File: config.mk
export PLATFORM = sky130hd
export DESIGN_NAME = fmrc_mode_reset_ctrl
export DESIGN_NICKNAME = d
export VERILOG_FILES = /design/src/fmrc_pkg.sv /design/src/fmrc_pin_sync.sv /design/src/fmrc_mode_reset_ctrl.sv
export SDC_FILE = /design/constraint.sdc
export NUM_CORES = 1
export LEC_CHECK = 0
export CAP_MARGIN = 30
export CORE_MARGIN = 2
export CORE_UTILIZATION = 45
export CTS_BUF_LIST = sky130_fd_sc_hd__clkbuf_4 sky130_fd_sc_hd__clkbuf_8 sky130_fd_sc_hd__clkbuf_16
export DETAILED_ROUTE_END_ITERATION = 16
export DONT_BUFFER_PORTS = 1
export PLACE_DENSITY = 0.66
export SLEW_MARGIN = 10
export SYNTH_ARGS = -nofsm -noshare
export SYNTH_HDL_FRONTEND = slang
export SYNTH_SLANG_ARGS = --single-unit
File: constraint.sdc
create_clock -name core_clk -period 2.4 [get_ports core_clk]
set_clock_uncertainty 0.1 [all_clocks]
set_input_delay 0.12 -clock core_clk [delete_from_list [all_inputs] [get_ports core_clk]]
set_output_delay 0.12 -clock core_clk [all_outputs]
set_load 0.05 [all_outputs]
File: src/fmrc_pkg.sv
// Purpose: shared constants and types for the flash mode/reset control
// Assumes: one 250 MHz clock, synchronous active-low reset
// Notes:   command codes and block count are plain defaults
package fmrc_pkg;
    localparam int          BLOCK_COUNT     = 16;
    localparam int          BLOCK_IDX_W     = 4;
    localparam int          ADDR_W          = 20;
    localparam int          BLOCK_SHIFT     = 16;
    localparam int          BUSY_CYCLES_W   = 16;
    localparam logic [15:0] OP_CYCLES       = 16'h0040;
    localparam logic [15:0] RESET_LAT_CYCLES = 16'h0008;
    localparam int          READY_BIT       = 7;
    localparam logic [7:0]  CMD_READ_ARRAY  = 8'hff;
    localparam logic [7:0]  CMD_READ_ID     = 8'h90;
    localparam logic [7:0]  CMD_READ_STATUS = 8'h70;
    localparam logic [7:0]  CMD_CLR_STATUS  = 8'h50;
    localparam logic [7:0]  CMD_ERASE_SETUP = 8'h20;
    localparam logic [7:0]  CMD_ERASE_GO    = 8'hd0;
    localparam logic [7:0]  CMD_PROG_SETUP  = 8'h40;
    localparam logic [7:0]  CMD_PROG_SETUP2 = 8'h10;
    localparam logic [BLOCK_COUNT-1:0] LOCK_RESET = {BLOCK_COUNT{1'b1}};
    localparam logic [7:0]  STATUS_RESET    = 8'h80;

    typedef enum logic [2:0] {
        FMRC_RD_ARRAY  = 3'b000,
        FMRC_RD_ID     = 3'b001,
        FMRC_RD_STATUS = 3'b010,
        FMRC_RD_LOCK   = 3'b011,
        FMRC_RD_RANDOM = 3'b100,
        FMRC_RD_RSTAT  = 3'b101,
        FMRC_RD_GPI    = 3'b110
    } fmrc_read_mode_t;

    typedef enum logic [1:0] {
        FMRC_IDLE     = 2'b00,
        FMRC_SETUP_ER = 2'b01,
        FMRC_SETUP_PR = 2'b10,
        FMRC_BUSY     = 2'b11
    } fmrc_wsm_t;

    typedef struct packed {
        logic              valid;
        logic [ADDR_W-1:0] addr;
        logic [7:0]        data;
    } fmrc_cmd_t;

    typedef struct packed {
        logic                   valid;
        logic [BLOCK_IDX_W-1:0] block;
    } fmrc_unlock_t;
endpackage

File: src/fmrc_pin_sync.sv
// Purpose: three-stage synchroniser for asynchronous pins
// Assumes: pins change slowly against core_clk
// Notes:   output changes once stages two and three agree
`timescale 1ns/1ps
module fmrc_pin_sync #(
    parameter int          WIDTH = 1,
    parameter logic [WIDTH-1:0] INIT = '0
) (
    input  wire logic             core_clk,
    input  wire logic             rstn,
    input  wire logic [WIDTH-1:0] pinIn,
    output logic      [WIDTH-1:0] pinOut
);
    logic [WIDTH-1:0] st1_ff;
    logic [WIDTH-1:0] st2_ff;
    logic [WIDTH-1:0] st3_ff;

    always_ff @(posedge core_clk) begin
        if (!rstn) begin
            st1_ff <= INIT;
            st2_ff <= INIT;
            st3_ff <= INIT;
        end else begin
            st1_ff <= pinIn;
            st2_ff <= st1_ff;
            st3_ff <= st2_ff;
        end
    end

    genvar i;
    generate
        for (i = 0; i < WIDTH; i++) begin : g_bit
            always_ff @(posedge core_clk) begin
                if (!rstn) begin
                    pinOut[i] <= INIT[i];
                end else if (st2_ff[i] == st3_ff[i]) begin
                    pinOut[i] <= st3_ff[i];
                end
            end
        end
    endgenerate
endmodule // fmrc_pin_sync

File: src/fmrc_mode_reset_ctrl.sv
// What this block does
// - mux mode ready_busy_out copies status bit 7
// - bit 7 one ready, zero busy
// - power-up and reset exit enter read-array
// - array, id, inputs, status readable regardless supply
// - lock, random and random-status reads supported
// - host writes start commands through command intake
// - command write accepted at any valid address
// - hub_bus_lines float when not selected
// - reset or init low deselects, floats, idles
// - reset return locks every block
// - reset aborts operation, adds latency, data invalid
// - program supply lockout refuses program and erase
// - core supply lockout blocks every write
// Purpose: mode, output enable and reset control of a flash device
// Assumes: cycle decode upstream; cmd is a one-cycle pulse
// Notes:   array itself lives outside; opStart/abort drive it
`timescale 1ns/1ps
module fmrc_mode_reset_ctrl
    import fmrc_pkg::*;
(
    input  wire logic            core_clk,
    input  wire logic            rstn,
    input  wire logic            devResetPin_n,
    input  wire logic            initPin_n,
    input  wire logic            muxModeSel,
    input  wire logic            progSupplyLockout,
    input  wire logic            coreSupplyLockout,
    input  wire fmrc_cmd_t       cmd,
    input  wire logic            cycleSelect,
    input  wire logic [3:0]      hubDataOut,
    input  wire fmrc_read_mode_t readModeReq,
    input  wire logic            readModeReqValid,
    input  wire fmrc_unlock_t    unlockReq,
    output logic                 readyBusyOut,
    output logic [3:0]           hubBusLinesOut,
    output logic [3:0]           hubBusLinesOe,
    output logic [2:0]           readMode,
    output logic [7:0]           statusOut,
    output logic [BLOCK_COUNT-1:0] blockLocked,
    output logic                 opStart,
    output logic                 opErase,
    output logic [BLOCK_IDX_W-1:0] opBlock,
    output logic                 opAbort,
    output logic                 dataInvalid
);
    logic [1:0] pinsSync;
    logic [1:0] lockSync;
    logic       devRst;
    logic       lockProg;
    logic       lockCore;

    fmrc_pin_sync #(.WIDTH(2), .INIT(2'b11)) u_rst_sync (
        .core_clk (core_clk),
        .rstn     (rstn),
        .pinIn    ({devResetPin_n, initPin_n}),
        .pinOut   (pinsSync)
    );
    fmrc_pin_sync #(.WIDTH(2), .INIT(2'b11)) u_lock_sync (
        .core_clk (core_clk),
        .rstn     (rstn),
        .pinIn    ({progSupplyLockout, coreSupplyLockout}),
        .pinOut   (lockSync)
    );
    assign devRst   = !(pinsSync[1] && pinsSync[0]);
    assign lockProg = lockSync[1];
    assign lockCore = lockSync[0];

    fmrc_wsm_t           wsm_ff;
    fmrc_read_mode_t     mode_ff;
    logic [15:0]         busyCnt_ff;
    logic [15:0]         rstLat_ff;
    logic                wasBusy_ff;
    logic [BLOCK_IDX_W-1:0] cmdBlock;
    logic                cmdTake;
    logic                goErase;
    logic                goProg;
    logic                ready;

    // any address decodes as a command write; only block index is used
    assign cmdBlock = cmd.addr[BLOCK_SHIFT+BLOCK_IDX_W-1:BLOCK_SHIFT];
    assign cmdTake  = cmd.valid && !devRst && !lockCore
                      && rstLat_ff == 16'h0000;
    assign goErase  = cmdTake && wsm_ff == FMRC_SETUP_ER
                      && cmd.data == CMD_ERASE_GO && !lockProg
                      && !blockLocked[cmdBlock];
    assign goProg   = cmdTake && wsm_ff == FMRC_SETUP_PR && !lockProg
                      && !blockLocked[cmdBlock];
    assign ready    = wsm_ff != FMRC_BUSY;

    always_ff @(posedge core_clk) begin
        if (!rstn || devRst) begin
            wsm_ff      <= FMRC_IDLE;
            busyCnt_ff  <= 16'h0000;
        end else begin
            unique case (wsm_ff)
                FMRC_IDLE: begin
                    if (cmdTake && cmd.data == CMD_ERASE_SETUP) begin
                        wsm_ff <= FMRC_SETUP_ER;
                    end else if (cmdTake && (cmd.data == CMD_PROG_SETUP
                                 || cmd.data == CMD_PROG_SETUP2)) begin
                        wsm_ff <= FMRC_SETUP_PR;
                    end
                end
                FMRC_SETUP_ER, FMRC_SETUP_PR: begin
                    if (goErase || goProg) begin
                        wsm_ff      <= FMRC_BUSY;
                        busyCnt_ff  <= OP_CYCLES;
                    end else if (cmdTake) begin
                        wsm_ff <= FMRC_IDLE;
                    end
                end
                FMRC_BUSY: begin
                    if (busyCnt_ff == 16'h0001) begin
                        wsm_ff <= FMRC_IDLE;
                    end
                    busyCnt_ff <= busyCnt_ff - 16'h0001;
                end
            endcase
        end
    end

    // reset latency and abort marking
    always_ff @(posedge core_clk) begin
        if (!rstn) begin
            rstLat_ff   <= 16'h0000;
            wasBusy_ff  <= 1'b0;
            opAbort     <= 1'b0;
            dataInvalid <= 1'b0;
        end else begin
            opAbort <= devRst && wsm_ff == FMRC_BUSY;
            if (devRst) begin
                rstLat_ff  <= wasBusy_ff || wsm_ff == FMRC_BUSY
                              ? RESET_LAT_CYCLES : 16'h0000;
                wasBusy_ff <= wasBusy_ff || wsm_ff == FMRC_BUSY;
            end else begin
                wasBusy_ff <= 1'b0;
                if (rstLat_ff != 16'h0000) begin
                    rstLat_ff <= rstLat_ff - 16'h0001;
                end
            end
            if (devRst && wsm_ff == FMRC_BUSY) begin
                dataInvalid <= 1'b1;
            end else if (goErase || goProg) begin
                dataInvalid <= 1'b0;
            end
        end
    end

    // read mode: reset always returns to array reads
    always_ff @(posedge core_clk) begin
        if (!rstn || devRst) begin
            mode_ff <= FMRC_RD_ARRAY;
        end else if (cmdTake && cmd.data == CMD_READ_ARRAY) begin
            mode_ff <= FMRC_RD_ARRAY;
        end else if (cmdTake && cmd.data == CMD_READ_ID) begin
            mode_ff <= FMRC_RD_ID;
        end else if (cmdTake && (cmd.data == CMD_READ_STATUS
                     || wsm_ff != FMRC_BUSY && (goErase || goProg))) begin
            mode_ff <= FMRC_RD_STATUS;
        end else if (readModeReqValid && !devRst) begin
            mode_ff <= readModeReq;
        end
    end
    assign readMode = mode_ff;

    always_ff @(posedge core_clk) begin
        if (!rstn || devRst) begin
            blockLocked <= LOCK_RESET;
        end else if (unlockReq.valid) begin
            // lock bits are held here; only unlock requests clear them, reset sets them
            blockLocked[unlockReq.block] <= 1'b0;
        end
    end

    always_ff @(posedge core_clk) begin
        if (!rstn) begin
            statusOut    <= STATUS_RESET;
            readyBusyOut <= 1'b1;
            opStart      <= 1'b0;
            opErase      <= 1'b0;
            opBlock      <= '0;
        end else begin
            statusOut[READY_BIT] <= ready;
            statusOut[6:0]       <= 7'h00;
            readyBusyOut <= muxModeSel ? ready : 1'b1;
            opStart      <= goErase || goProg;
            opErase      <= goErase;
            // held from the go write so the array side may latch late
            if (goErase || goProg) begin
                opBlock <= cmdBlock;
            end
        end
    end

    always_ff @(posedge core_clk) begin
        if (!rstn) begin
            hubBusLinesOut <= 4'h0;
            hubBusLinesOe  <= 4'h0;
        end else begin
            hubBusLinesOut <= hubDataOut;
            hubBusLinesOe  <= {4{cycleSelect && !devRst
                              && !muxModeSel}};
        end
    end

    property p_ready_bit;
        @(posedge core_clk) disable iff (!rstn)
        muxModeSel |=> readyBusyOut == statusOut[READY_BIT];
    endproperty
    a_ready_bit: assert property (p_ready_bit)
        else $error("ready output differs from status bit");

    property p_busy_after_start;
        @(posedge core_clk) disable iff (!rstn)
        (goErase || goProg) && !devRst |=> ##1 !statusOut[READY_BIT];
    endproperty
    a_busy_after_start: assert property (p_busy_after_start)
        else $error("status not busy after start");

    property p_reset_array;
        @(posedge core_clk) disable iff (!rstn)
        devRst |=> mode_ff == FMRC_RD_ARRAY;
    endproperty
    a_reset_array: assert property (p_reset_array)
        else $error("reset did not select array reads");

    property p_float;
        @(posedge core_clk) disable iff (!rstn)
        !cycleSelect |=> hubBusLinesOe == 4'h0;
    endproperty
    a_float: assert property (p_float)
        else $error("hub lines driven while deselected");

    property p_lock_reset;
        @(posedge core_clk) disable iff (!rstn)
        devRst |=> blockLocked == LOCK_RESET;
    endproperty
    a_lock_reset: assert property (p_lock_reset)
        else $error("blocks not locked after reset");

    property p_abort;
        @(posedge core_clk) disable iff (!rstn)
        devRst && wsm_ff == FMRC_BUSY |=> opAbort && dataInvalid;
    endproperty
    a_abort: assert property (p_abort)
        else $error("busy operation not aborted");

    property p_prog_lock;
        @(posedge core_clk) disable iff (!rstn)
        lockProg || lockCore |=> !opStart;
    endproperty
    a_prog_lock: assert property (p_prog_lock)
        else $error("operation started under lockout");

    property p_core_lock;
        @(posedge core_clk) disable iff (!rstn)
        lockCore && wsm_ff == FMRC_IDLE |=> wsm_ff == FMRC_IDLE;
    endproperty
    a_core_lock: assert property (p_core_lock)
        else $error("command taken under core lockout");

    c_start: cover property (@(posedge core_clk) opStart);
    c_abort: cover property (@(posedge core_clk) opAbort);
    c_status: cover property (@(posedge core_clk)
        mode_ff == FMRC_RD_STATUS);
endmodule // fmrc_mode_reset_ctrl

==> flow_metrics.env <==
export IMPL_hold_viol=1
export IMPL_met2_wirelength_um=4820
export IMPL_violations="negative hold slack, negative setup slack"
export IMPL_finalMaxSlewViolations=0
export IMPL_hp_start="unlockReq[3]"
export IMPL_path_cells="or3_4 -> or3_4 -> or3_4 -> or3_4 -> or4_1 -> a21oi_1"
export IMPL_p_leak_nw=1.93
export IMPL_ys_seq_area_share_pct=43.0
export IMPL_final_util_pct=59.4
export IMPL_cts_root_buf="clkbuf_8"
export IMPL_fin_crit_sh_pct=102
export IMPL_period_needed_ns=2.45
export IMPL_clk_pin_slew_ns=0.09
export IMPL_core_area_sq_um=8640
export IMPL_die_h_um=97.8
export IMPL_required_ns=2.59
export IMPL_cts_buffers_inserted=9
export IMPL_cp_arrival_ns=2.64
export IMPL_grt_pass1_wl_um=17000
export IMPL_grt_pass1_vias=3562
export IMPL_grt_max_degree=25
export IMPL_nNetsFinal=575
export IMPL_drv_cap=0
export IMPL_reg2reg_depth=6
export IMPL_hold_depth=3
export IMPL_outcome="complete, but fails checks"
export IMPL_antennaDiodeCount=0
export IMPL_vias=3498
export IMPL_critPathMaxStageDelay_ns=0.42
export IMPL_hold_class="primary input to flop"
export IMPL_syn_area_per_cell_sq_um=9.12
export IMPL_clock_path_buffers=2
export IMPL_ios=94
export IMPL_wl_per_cell_um=15.9
export IMPL_track_usage_pct=21.4
export IMPL_top_layer_used="met4"
export IMPL_critical_path_max_fanout=2
export IMPL_synth_area_sq_um=3960
export IMPL_start_util_pct=45.8
export IMPL_ys_flop_type="dfxtp_1"
export IMPL_cts_max_level=3
export IMPL_startpoint_type="flop"
export IMPL_ant_nets=0
export IMPL_io_buffers=0
export IMPL_place_ws_ns=0.0217
export IMPL_path_class="flop to flop"
export IMPL_cts_tree="built"
export IMPL_syn2layout_area_growth_pct=29.6
export IMPL_drt_met1_wl_um=4490
export IMPL_synthArstFlopShare_pct=0
export IMPL_worst_pin_slew_ns=0.994
export IMPL_worstReg2RegStart="busyCnt_ff[9]$_SDFFE_PP0P_"
export IMPL_whs_ns=-0.000962
export IMPL_ys_warn_count=0
export IMPL_setup_ws_ns=-0.0498
export IMPL_grt_antenna_before_repair=0
export IMPL_fillers=720
export IMPL_synth_seq_cells=85
export IMPL_syn_inst=434
export IMPL_wl_met3_um=547
export IMPL_place_congestion=0.795
export IMPL_synth_edff_count=0
export IMPL_path_common_cell="or3_4"
export IMPL_rsz0062_at_grt="yes"
export IMPL_place_hpwl_um=6420
export IMPL_peakVddDrop_uv=541
export IMPL_fmax_mhz=408
export IMPL_routed_wirelength_um=9990
export IMPL_detail_route_first_pass_iterations=6
export IMPL_drt_iter0_markers=162
export IMPL_end_kind="flop"
export IMPL_row_count=34
export IMPL_setup_violations_final=1
export IMPL_slew_headroom_pct=33.9
export IMPL_p_total_mw=5.14
export IMPL_die_w_um=97.8
export IMPL_viasPerCell=5.56
export IMPL_insertion_delay_ns=0.36
export IMPL_drive_above_1_share_pct=27.3
export IMPL_grt_ovfl_total=0
export IMPL_drc=0
export IMPL_cp_startpoint="busyCnt_ff[9]$_SDFFE_PP0P_"
export IMPL_cp_slowest_cell="or4_1"
export IMPL_cts_num_sinks=85
export IMPL_synthDistinctLibCells=59
export IMPL_powerDensity_nw_per_um2=1000
export IMPL_dieArea_sq_um=9560
[cells in the final DEF (no fill, tap or decap), types with 8 or more instances in the layout]
cell / synthesis / layout
dfxtp_1: 85 / 62
dlygate4sd3_1: 0 / 36
nand3_1: 11 / 11
o31ai_1: 13 / 12
inv_1: 13 / 10
mux2i_1: 16 / 16
nand2b_1: 19 / 18
dfxtp_2: 0 / 23
a21oi_1: 19 / 16
or4_4: 4 / 8
clkbuf_8: 0 / 9
nand2_1: 32 / 32
o21ai_0: 30 / 30
xor2_1: 10 / 10
buf_4: 10 / 53
nor2_1: 32 / 32
nand4_1: 8 / 8
nand3b_1: 8 / 8
[stage by stage]
step / cells / setup TNS, ns / instance area [sq um]
floorplan: 440 / 0 / 4010
global placement: 571 / -0.0301 / 4390
detailed placement: 571 / 0 / 4390
CTS: 627 / -0.0154 / 5020
global route: 629 / -0.411 / 5130
finish: 629 / -0.0498 / 5130
[cells in the mapped netlist, drive strengths merged, types with 3 or more instances]
library cell,count,area [sq um]
nand2,32,120
nand3,11,55.1
xor2,10,87.6
ha,9,113
o21ai,30,150
nor3b,3,33.8
nor2,33,126
a31oi,3,18.8
or3,7,43.8
a21oi,22,121
or2,3,18.8
clkbuf,15,56.3
nand4b,3,26.3
or4,14,120
buf,14,101
nand3b,9,80.1
inv,13,48.8
o2111ai,3,26.3
nand4,8,50.1
nand2b,19,119
nor2b,7,43.8
nor4,5,31.3
nor3,8,45.0
mux2i,16,160
o31ai,13,97.6
dfxtp,85,1700
and2,7,43.8
[per-layer routing]
metal | up-vias | GRT usage [%]
li1 | 1708 | -
met5 | - | 0
met2 | 111 | 36.1
met4 | 0 | 5.88
met1 | 1663 | 27.6
met3 | 16 | 5.15
[power breakdown]
part | internal, mW | switching (mW)
logic | 1.12 | 1.20
clock network | 0.410 | 0.600
registers | 1.61 | 0.201
[final timing paths]
| kind | endpoint | slack, ns |
|---|---|---|
| worst max-delay path | busyCnt_ff[15]$_SDFFE_PP0P_ | -0.05 |
| worst min-delay path | blockLocked[5]$_SDFFE_PP1P_ | -0.001 |
| worst max register to register | busyCnt_ff[15]$_SDFFE_PP0P_ | -0.05 |
| worst min register to register | u_rst_sync.st2_ff[0]$_SDFF_PN1_ | 0.36 |
[cells by family (layout without fill, tap and decap cells)]
group,count (synthesis),in the layout,share of synthesized area (%)
flip-flops,85,85,43.0
multiplexers,19,19,5.47
other,1,7,0.0948
buffers and inverters,42,121,5.22
AND/OR/NAND/NOR,179,179,26.4
adder cells (fa/ha/maj),9,9,2.85
XOR/XNOR,11,11,2.43
AO/OA/AOI/OAI,88,90,14.5
[worst max-delay path: cells and delay by family (launching register included)]
kind / cells / cell delay, ns
flops: 1 / 0.33
simple gates: 5 / 1.81
compound gates: 1 / 0.13
[flip-flops by register name (all words and copies together), names as in the netlist, 2 cells and up]
| name | flops |
|---|---|
| u_rst_sync.st1_ff | 2 |
| blockLocked | 16 |
| u_lock_sync.st3_ff | 2 |
| u_rst_sync.st3_ff | 2 |
| rstLat_ff | 16 |
| u_rst_sync.pinOut | 2 |
| hubBusLinesOut | 4 |
| busyCnt_ff | 16 |
| readMode | 3 |
| u_lock_sync.st1_ff | 2 |
| opBlock | 4 |
| u_rst_sync.st2_ff | 2 |
| u_lock_sync.st2_ff | 2 |
| wsm_ff | 2 |
| u_lock_sync.pinOut | 2 |
[timing repair]
action | CTS | global route
hold buffers | 37 | 0
resized for setup | 8 | 26
endpoints found under the setup margin | 10 | 25
hold endpoints to repair | 54 | 0
buffers inserted | 1 | 2
pin swaps | 1 | 10
gates cloned | 2 | 0
[cell type report]
cell class              instances  area (sq um)  area share (%)
multi-input cells             315          2210            43.0
flip-flops and latches         85          1730            33.7
repair buffers                 92           802            15.6
well taps                     108           135            2.63
clock buffers                   9           124            2.42
clock inverters                 7          78.8            1.54
inverters                      13          51.3            1.00
No activity file was read; power rests on OpenSTA's default activity.
